===== config.mk =====
export PLATFORM = sky130hd
export DESIGN_NAME = umb_uart
export DESIGN_NICKNAME = d
export VERILOG_FILES = /design/src/rtl/umb_uart.v
export VERILOG_INCLUDE_DIRS = /design/src /design/src/rtl
export SDC_FILE = /design/constraint.sdc
export NUM_CORES = 1
export LEC_CHECK = 0
export ABC_CLOCK_PERIOD_IN_PS = 4400
export BUFFER_PORTS_ARGS = -buffer_cell sky130_fd_sc_hd__clkbuf_2
export CORE_ASPECT_RATIO = 0.5
export CORE_MARGIN = 1
export CORE_UTILIZATION = 26
export DETAILED_ROUTE_END_ITERATION = 16
export PLACE_DENSITY = 0.51
export SYNTH_ARGS = -nofsm -noshare
export SYNTH_HDL_FRONTEND = slang
export SYNTH_SLANG_ARGS = --single-unit

===== constraint.sdc =====
create_clock -name ref_clk -period 4.4 [get_ports ref_clk]
set_input_delay 0.66 -clock ref_clk [delete_from_list [all_inputs] [get_ports ref_clk]]
set_output_delay 0.66 -clock ref_clk [all_outputs]
set_load 0.02 [all_outputs]

===== src/rtl/umb_map.vh =====
// Purpose: Register map, field codes and constants of the UART block
// Assumes: APB byte addresses, word aligned, 32-bit data
// Notes: Definitions only
`ifndef UMB_MAP_VH
`define UMB_MAP_VH
`define UMB_A_TXBUF 5'h00
`define UMB_A_RXBUF 5'h04
`define UMB_A_FRAME 5'h08
`define UMB_A_MODE 5'h0C
`define UMB_A_STAT 5'h10
`define UMB_A_ICTRL 5'h14
`define UMB_A_PRESC 5'h18
`define UMB_A_DIV 5'h1C
`define UMB_CHR_7 2'h0
`define UMB_CHR_8 2'h1
`define UMB_LEN_7 4'h7
`define UMB_LEN_8 4'h8
`define UMB_LEN_9 4'h9
`define UMB_PSC_OFF 5'h00
`define UMB_OVERSAMPLE 5'h10
`define UMB_RX_MID 4'h7
`define UMB_FRAME_IDLE 12'hFFF
`define UMB_FRAME_RST 6'h00
`define UMB_MODE_RST 3'h0
`define UMB_ICTRL_RST 4'h0
`define UMB_DIV_RST 11'h000
`endif


===== src/rtl/umb_uart.v =====
// Purpose: UART core with attention, loopback, 7/8/9-bit frames, baud generator, interrupts
// Assumes: Inputs synchronous to ref_clk; APB slave with zero wait states
// Notes: Oversample fixed at sixteen; one start bit
// Functional notes
// Attention mode needs 9-bit, no parity
// Ninth bit one marks address, zero data
// Wait bit set discards non-address characters
// Address stored, full set, wait cleared
// Software re-arms wait bit after address
// Transmitter unchanged; ninth bit from control
// Received ninth bit readable in status
// Loopback feeds transmit into receiver internally
// Loopback uses 9-bit, no parity
// Seven-bit frame, optional parity, 1-2 stops
// Eight-bit frame, optional parity, 1-2 stops
// Nine-bit frame never carries parity
// Five-bit prescaler then eleven-bit divisor
// Prescaler factor is (code+1)/2
// Prescaler code zero stops UART clock
// Stop clock before changing baud rate
// Baud = clock/(16*(divisor+1)*factor)
// Tx irq = empty and enable
// Rx irq = full and enable
// Error irq; status read clears error
// Flow irq; control read clears change
// Raw RXD and CTS go to wakeup
// Sixteen sample ticks per bit
// Complete character sets full; read clears
// Frame end loads buffer, sets empty
// Half factors alternate division lengths
// Interrupts combinational from flag registers
//
// Design decisions made here: the address map and register access over APB.
`timescale 1ns/1ns
`include "umb_map.vh"
module umb_uart #(
	parameter DIV_W = 11
) (
	input wire ref_clk,
	input wire rst_n,
	input wire psel,
	input wire penable,
	input wire pwrite,
	input wire [4:0] paddr,
	input wire [31:0] pwdata,
	output reg [31:0] prdata,
	output wire pready,
	output wire pslverr,
	input wire rxd,
	output wire txd,
	input wire ctsN,
	output wire txIrq,
	output wire rxIrq,
	output wire flowIrq,
	output wire wakeRxd,
	output wire wakeCtsN
);
	function [3:0] dataLen;
		input [1:0] chr;
		input forced9;
		begin
			if (forced9)
				dataLen = `UMB_LEN_9;
			else if (chr == `UMB_CHR_7)
				dataLen = `UMB_LEN_7;
			else if (chr == `UMB_CHR_8)
				dataLen = `UMB_LEN_8;
			// Codes two and three both select nine bits
			else
				dataLen = `UMB_LEN_9;
		end
	endfunction

	function parityOf;
		input [8:0] d;
		input [3:0] dl;
		input odd;
		integer i;
		reg p;
		begin
			p = odd;
			for (i = 0; i < 9; i = i + 1)
				if (i < dl)
					p = p ^ d[i];
			parityOf = p;
		end
	endfunction

	reg [7:0] txBuf_ff;
	reg [7:0] rxBuf_ff;
	reg [5:0] frame_ff;
	reg [2:0] mode_ff;
	reg [3:0] ictrl_ff;
	reg [4:0] presc_ff;
	reg [DIV_W-1:0] div_ff;
	reg txEmpty_ff, rxFull_ff, rxNinth_ff, rxErr_ff, ctsChg_ff, ctsPrev_ff;
	reg [5:0] pscAcc_ff;
	reg [DIV_W-1:0] divCnt_ff;
	reg txBusy_ff;
	reg [11:0] txSh_ff;
	reg [3:0] txLeft_ff;
	reg [3:0] txSub_ff;
	reg txd_ff;
	reg rxBusy_ff, rxStart_ff;
	reg [3:0] rxSub_ff;
	reg [3:0] rxIdx_ff;
	reg [9:0] rxSh_ff;

	wire [1:0] chrSel = frame_ff[1:0];
	wire twoStop = frame_ff[2];
	wire txNinth = frame_ff[3];
	wire parEn = frame_ff[4];
	wire parOdd = frame_ff[5];
	wire attnEn = mode_ff[0];
	wire attnWait = mode_ff[1];
	wire diag = mode_ff[2];
	// Special modes force 9-bit, which also removes parity
	wire [3:0] dl = dataLen(chrSel, attnEn | diag);
	wire parUse = parEn & (dl != `UMB_LEN_9);

	// APB access
	wire setup = psel & ~penable;
	wire access = psel & penable;
	wire wr = access & pwrite;
	wire rd = access & ~pwrite;
	wire mapped = (paddr[1:0] == 2'h0);
	assign pready = access;
	// Misaligned access only flags an error; no register sees it
	assign pslverr = access & ~mapped;
	wire wrTx = wr & mapped & (paddr == `UMB_A_TXBUF);
	wire rdRx = rd & (paddr == `UMB_A_RXBUF);
	wire rdStat = rd & (paddr == `UMB_A_STAT);
	wire rdIctrl = rd & (paddr == `UMB_A_ICTRL);

	// Latched in setup so read data stands through the access cycle
	always @(posedge ref_clk) begin
		if (!rst_n) begin
			prdata <= 32'h00000000;
		end else if (setup) begin
			case (paddr)
			`UMB_A_TXBUF: prdata <= {24'h000000, txBuf_ff};
			`UMB_A_RXBUF: prdata <= {24'h000000, rxBuf_ff};
			`UMB_A_FRAME: prdata <= {26'h0000000, frame_ff};
			`UMB_A_MODE: prdata <= {29'h00000000, mode_ff};
			`UMB_A_STAT: prdata <= {27'h0000000, ctsChg_ff, rxErr_ff, rxNinth_ff, rxFull_ff,
				txEmpty_ff};
			`UMB_A_ICTRL: prdata <= {27'h0000000, ctsChg_ff, ictrl_ff};
			`UMB_A_PRESC: prdata <= {27'h0000000, presc_ff};
			`UMB_A_DIV: prdata <= {{(32-DIV_W){1'b0}}, div_ff};
			default: prdata <= 32'h00000000;
			endcase
		end
	end

	// Baud generator: prescaler accumulates half-cycles so x.5 factors
	// alternate between two lengths one cycle apart
	wire pscOff = (presc_ff == `UMB_PSC_OFF);
	wire [5:0] pscNeed = {1'b0, presc_ff} + 6'h01;
	wire [5:0] pscNext = pscAcc_ff + 6'h02;
	wire pscTick = ~pscOff & (pscNext >= pscNeed);
	wire smpTick = pscTick & (divCnt_ff == div_ff);

	always @(posedge ref_clk) begin
		if (!rst_n || pscOff) begin
			pscAcc_ff <= 6'h00;
			divCnt_ff <= {DIV_W{1'b0}};
		end else begin
			pscAcc_ff <= pscTick ? pscNext - pscNeed : pscNext;
			if (pscTick)
				divCnt_ff <= smpTick ? {DIV_W{1'b0}} : divCnt_ff + 1'b1;
		end
	end

	// Control registers and flags
	wire txLoad;
	wire rxDone;
	wire rxStore;
	wire rxAddr;
	wire rxBad;
	wire [8:0] rxWord;
	always @(posedge ref_clk) begin
		if (!rst_n) begin
			txBuf_ff <= 8'h00;
			frame_ff <= `UMB_FRAME_RST;
			mode_ff <= `UMB_MODE_RST;
			ictrl_ff <= `UMB_ICTRL_RST;
			presc_ff <= `UMB_PSC_OFF;
			div_ff <= `UMB_DIV_RST;
			txEmpty_ff <= 1'b1;
			rxFull_ff <= 1'b0;
			rxNinth_ff <= 1'b0;
			rxBuf_ff <= 8'h00;
			rxErr_ff <= 1'b0;
			ctsChg_ff <= 1'b0;
			// Track the pin through reset so release shows no false change
			ctsPrev_ff <= ctsN;
		end else begin
			if (wr && paddr == `UMB_A_FRAME)
				frame_ff <= pwdata[5:0];
			if (wr && paddr == `UMB_A_ICTRL)
				ictrl_ff <= pwdata[3:0];
			if (wr && paddr == `UMB_A_PRESC)
				presc_ff <= pwdata[4:0];
			if (wr && paddr == `UMB_A_DIV)
				div_ff <= pwdata[DIV_W-1:0];
			// Hardware clear of the wait bit wins over a same-cycle write
			if (rxStore && rxAddr && attnEn && attnWait)
				mode_ff[1] <= 1'b0;
			else if (wr && paddr == `UMB_A_MODE)
				mode_ff <= pwdata[2:0];
			if (wr && paddr == `UMB_A_MODE)
				{mode_ff[2], mode_ff[0]} <= {pwdata[2], pwdata[0]};
			if (wrTx)
				txBuf_ff <= pwdata[7:0];
			// A write in the load cycle brings fresh data, so it leaves empty clear
			if (wrTx)
				txEmpty_ff <= 1'b0;
			else if (txLoad)
				txEmpty_ff <= 1'b1;
			if (rxStore) begin
				rxBuf_ff <= rxWord[7:0];
				rxNinth_ff <= rxWord[8];
				rxFull_ff <= 1'b1;
			end else if (rdRx) begin
				rxFull_ff <= 1'b0;
			end
			if (rxBad)
				rxErr_ff <= 1'b1;
			else if (rdStat)
				rxErr_ff <= 1'b0;
			ctsPrev_ff <= ctsN;
			if (ctsN != ctsPrev_ff)
				ctsChg_ff <= 1'b1;
			else if (rdIctrl)
				ctsChg_ff <= 1'b0;
		end
	end

	// Transmitter; ninth bit always from the control bit, whatever the mode
	wire [8:0] txWord = {txNinth, txBuf_ff};
	wire [3:0] txLen = 4'h1 + dl + {3'h0, parUse} + (twoStop ? 4'h2 : 4'h1);
	reg [11:0] txFrame;
	integer k;
	always @* begin
		// All-ones default supplies the stop bits
		txFrame = `UMB_FRAME_IDLE;
		txFrame[0] = 1'b0;
		for (k = 0; k < 9; k = k + 1)
			if (k < dl)
				txFrame[k+1] = txWord[k];
		if (parUse)
			txFrame[dl+4'h1] = parityOf(txWord, dl, parOdd);
	end
	// CTS stops a new frame from starting, never one in flight
	assign txLoad = ~txBusy_ff & ~txEmpty_ff & ~ctsN & ~pscOff;
	wire txBitEnd = smpTick & (txSub_ff == `UMB_OVERSAMPLE - 5'h01);

	always @(posedge ref_clk) begin
		if (!rst_n) begin
			txBusy_ff <= 1'b0;
			txSh_ff <= `UMB_FRAME_IDLE;
			txLeft_ff <= 4'h0;
			txSub_ff <= 4'h0;
			txd_ff <= 1'b1;
		end else begin
			if (txLoad) begin
				txBusy_ff <= 1'b1;
				txSh_ff <= txFrame;
				txLeft_ff <= txLen;
				txSub_ff <= 4'h0;
			end else if (txBusy_ff && smpTick) begin
				txSub_ff <= txSub_ff + 4'h1;
				if (txBitEnd) begin
					txSh_ff <= {1'b1, txSh_ff[11:1]};
					txLeft_ff <= txLeft_ff - 4'h1;
					if (txLeft_ff == 4'h1)
						txBusy_ff <= 1'b0;
				end
			end
			txd_ff <= txBusy_ff ? txSh_ff[0] : 1'b1;
		end
	end
	// Pin idles high in loopback so the peer sees nothing
	assign txd = diag ? 1'b1 : txd_ff;

	// Receiver
	wire rxLine = diag ? txd_ff : rxd;
	wire rxMid = smpTick & (rxSub_ff == `UMB_RX_MID);
	wire [3:0] rxBody = dl + {3'h0, parUse};
	wire rxFinal = rxBusy_ff & ~rxStart_ff & rxMid & (rxIdx_ff == rxBody);
	assign rxDone = rxFinal;
	// Bits beyond the data length read zero in short formats
	assign rxWord = {(dl == `UMB_LEN_9) & rxSh_ff[8],
		(dl != `UMB_LEN_7) & rxSh_ff[7], rxSh_ff[6:0]};
	assign rxAddr = rxWord[8];
	// Non-address characters are dropped while waiting
	wire rxDrop = attnEn & attnWait & ~rxAddr;
	assign rxStore = rxDone & ~rxDrop;
	wire parErr = parUse & (rxSh_ff[dl] != parityOf(rxSh_ff[8:0], dl, parOdd));
	// Parity, framing or overrun; the character is still stored
	assign rxBad = rxStore & (parErr | ~rxLine | rxFull_ff);

	always @(posedge ref_clk) begin
		if (!rst_n) begin
			rxBusy_ff <= 1'b0;
			rxStart_ff <= 1'b0;
			rxSub_ff <= 4'h0;
			rxIdx_ff <= 4'h0;
			rxSh_ff <= 10'h000;
		end else if (smpTick) begin
			if (!rxBusy_ff) begin
				if (!rxLine) begin
					rxBusy_ff <= 1'b1;
					rxStart_ff <= 1'b1;
					rxSub_ff <= 4'h1;
					rxIdx_ff <= 4'h0;
				end
			end else begin
				rxSub_ff <= rxSub_ff + 4'h1;
				if (rxMid) begin
					if (rxStart_ff) begin
						rxStart_ff <= 1'b0;
						// Glitch shorter than half a bit is not a start
						if (rxLine)
							rxBusy_ff <= 1'b0;
					end else if (rxIdx_ff == rxBody) begin
						rxBusy_ff <= 1'b0;
					end else begin
						rxSh_ff[rxIdx_ff] <= rxLine;
						rxIdx_ff <= rxIdx_ff + 4'h1;
					end
				end
			end
		end
	end

	// Interrupts straight from registered flags and enables
	assign txIrq = txEmpty_ff & ictrl_ff[0];
	assign rxIrq = (rxFull_ff & ictrl_ff[1]) | (rxErr_ff & ictrl_ff[2]);
	assign flowIrq = ctsChg_ff & ictrl_ff[3];
	// Raw pins, so wakeup sees edges even with the clock stopped
	assign wakeRxd = rxd;
	assign wakeCtsN = ctsN;
endmodule // umb_uart


==> reports/metrics.cfg <==
[final_layout]
nets=874
antenna_cells=0
final_area_um2=7700
areaGrowthSynthToFinish_pct=17.1
final_cell_mix=dfxtp_1, nand2_1, a21oi_1
drive_gt1_share_pct=12.8
final_common_cell=dfxtp_1
final_util_pct=31.5

[hold_path]
min_path_cells=2
min_from=prdata[8]$_SDFFE_PN0P_
min_to=prdata[8]$_SDFFE_PN0P_
hold_class=flip-flop to flip-flop

[worst_setup_path]
cp.required_ns=4.75
path_class=flip-flop to flip-flop
cp_slowest_cell=or4_1
slowest_delay_ns=0.58
rrSetupSlack_ns=0.77
arrival_ns=3.98
crit_chain=inv_1 -> ha_1 -> fa_1 -> nand2b_1 -> a21oi_1 -> o21a_1 -> nand2b_1 -> or4_1 -> a31oi_1
reg2regPathDepth=9
cpMostUsedCell=nand2b_1
crit_fanout=14
r2r_end=rxSub_ff[3]$_SDFFE_PN0P_
start_kind=flip-flop
r2r_start=presc_ff[0]$_SDFFE_PN0P_
end_kind=flip-flop

[clock_network]
hold_buffers=0
post_cts_resized=0
numClockSinks=121
clockBufferDepth=2
cts_buffers=17
clk_pin_slew_worst_paths_ns=0.06
htree_levels=4
postCtsSetupRepairBufs=0
clk_latency_ns=0.43
root_buffer=clkbuf_16
tritoncts=yes

[timing]
rsz0062_at_grt=false
maxSlewHeadroom_pct=25.5
tightest_slew_ns=1.11
timing.setup.tns_ns=0
setup_viol=0
finalClockSkew_ns=0.00900
drv_slew=0
post-route-min-period_ns=3.63
max_freq_ghz=0.275
hold_violations=0
period_share_pct=82.5
hold_ws_ns=0.454

[outcome]
status=complete, no violations

[drt]
wl_per_cell_um=15.3
post-route-drc-count=0
ant_nets=0
drt_wl_total_mm=17.5
vias_per_cell=4.74
drt_iter0_drc=361
drt-pass1-iter-count=5
routed-via-count=5443

[logic_synthesis]
async_reset_ff_share_pct=0
synthesis.area_um2=6580
synth-seq-area-share_pct=36.8
synth_edf_count=0
syn_area_per_cell_um2=8.56
synth_cell_types=68
synthFlopType=dfxtp_1
synth_cells=768
synth-seq-cells=121
yosysWarnings=0

[placement]
dp_hpwl_mm=12.9
io_buffers=41
placed_area_um2=7040
place_congestion=0.831

[floorplan]
core-area_um2=24400
ios=84
die-area_um2=26000
chipHeight_um=114
num_rows=40
initial_core_util_pct=26.9
die_width_um=227

[pwr]
power_frac_comb_pct=4.3
p_clk_share_pct=55.9
p_int_uw=2190
switching_share_pct=21.9
vdd_drop_max_v=0.000253
p_leak_uw=0.00287
p_per_area_nw_per_um2=364
total_power_uw=2800
power_switching_uw=614
power_frac_seq_pct=39.7

[job]
max_cap_violations=0

[global_routing]
grt_pass1_wl_mm=28.1
grt_pass1_vias=5178
grt_overflow=0
antenna_found_initial=0
grt_use_total_pct=14.2
grt_max_degree=47

kinds of logic after synthesis:
family,count (synthesis),share of synthesized area (%)
flops,121,36.8
buf+inv,86,6.62
other cells,1,0.0570
xor+xnor,56,7.78
fa+ha+maj,30,6.05
compound gates,153,14.6
mux,45,6.96
simple gates,276,21.1
power by group through the flow:
stage                     clock network [µW]  registers (µW)  logic [µW]
after detailed placement                   0            1130         122
after global placement                     0            1130         121
after CTS                               1590            1110         122
after floorplan                            0            1140        86.9
after global routing                    1640            1110         133
final                                   1570            1110         122
cell type report:
type                       count  area (µm²)
fill                        2619       16700
multi-input combinational    581        3800
sequential                   121        2420
clock buffer                  21         470
tap                          336         420
timing repair buffer          53         295
clock inverter                11         193
inverter                      26        97.6
synthesized netlist by cell type (all sizes together), types with 3 or more instances:
master  instances  area [µm²]
dfxtp         121        2420
nand2          84         315
a21oi          66         330
nor2           59         221
nand3          42         223
mux2i          39         390
buf            35         243
xnor2          33         289
ha             27         338
o21ai          27         135
inv            26        97.6
clkbuf         25        95.1
nor3           25         141
xor2           22         200
a22oi           8        60.1
nor4            8        80.1
and2            7        43.8
nand2b          7        43.8
nand4           7        43.8
nor2b           7        43.8
o21a            7        52.6
a221oi          6        52.6
a31oi           6        37.5
and3            6        37.5
mux2            6        67.6
or3             6        37.5
nor3b           5        37.5
a211oi          4        30.0
a221o           4        40.0
a222oi          3        30.0
a311oi          3        26.3
fa              3        60.1
nor4b           3        32.5
o31ai           3        22.5
or4             3        22.5
registers in the layout, summed over array words and instances, names as in the netlist, 3 cells and up:
register and cells:
div_ff 11, presc_ff 5, pscAcc_ff 6, prdata 11, rxBuf_ff 8, rxSh_ff 10
txSub_ff 4, txLeft_ff 4, txBuf_ff 8, rxIdx_ff 4, divCnt_ff 11, rxSub_ff 4
mode_ff 3, frame_ff 6, txSh_ff 12, ictrl_ff 4
critical path: cells and delay by family, from the launching register on:
kind                     cells  cell delay [ns]
adder cells (fa/ha/maj)      2             0.76
buffers and inverters        1             0.10
flip-flops                   1             0.46
AND/OR/NAND/NOR              3             1.16
AO/OA/AOI/OAI                3             1.07
metrics by stage:
step	setup WS, ns	cells
finish	0.770	1149
global route	0.425	1149
CTS	0.746	1149
detailed placement	0.806	1117
global placement	0.837	1117
floorplan	0.413	788
how the worst max path moves through the flow:
| stage | from | end | slack, ns | depth (start not counted) |
|---|---|---|---|---|
| final | presc_ff[0]$_SDFFE_PN0P_ | rxSub_ff[3]$_SDFFE_PN0P_ | 0.77 | 9 |
| after CTS | mode_ff[2]$_SDFFE_PN0P_ | rxBuf_ff[3]$_SDFFE_PN0P_ | 0.75 | 15 |
| after global routing | mode_ff[2]$_SDFFE_PN0P_ | rxBuf_ff[3]$_SDFFE_PN0P_ | 0.43 | 15 |
| after global placement | mode_ff[2]$_SDFFE_PN0P_ | rxBuf_ff[2]$_SDFFE_PN0P_ | 0.84 | 15 |
| after floorplan | mode_ff[2]$_SDFFE_PN0P_ | rxBuf_ff[7]$_SDFFE_PN0P_ | 0.41 | 15 |
| after detailed placement | mode_ff[2]$_SDFFE_PN0P_ | rxBuf_ff[7]$_SDFFE_PN0P_ | 0.81 | 15 |
routing by layer:
metal / up-vias / part of all wire, % / routed length (µm) / track usage [%]
li1: 2734 / - / - / -
met1: 2611 / 47 / 8300 / 17.7
met2: 75 / 47 / 8290 / 23.7
met3: 23 / 3.6 / 630 / 3.49
met4: 0 / 1.8 / 316 / 5.54
met5: - / 0 / 0 / 0
(Power assumes the default switching activity.)
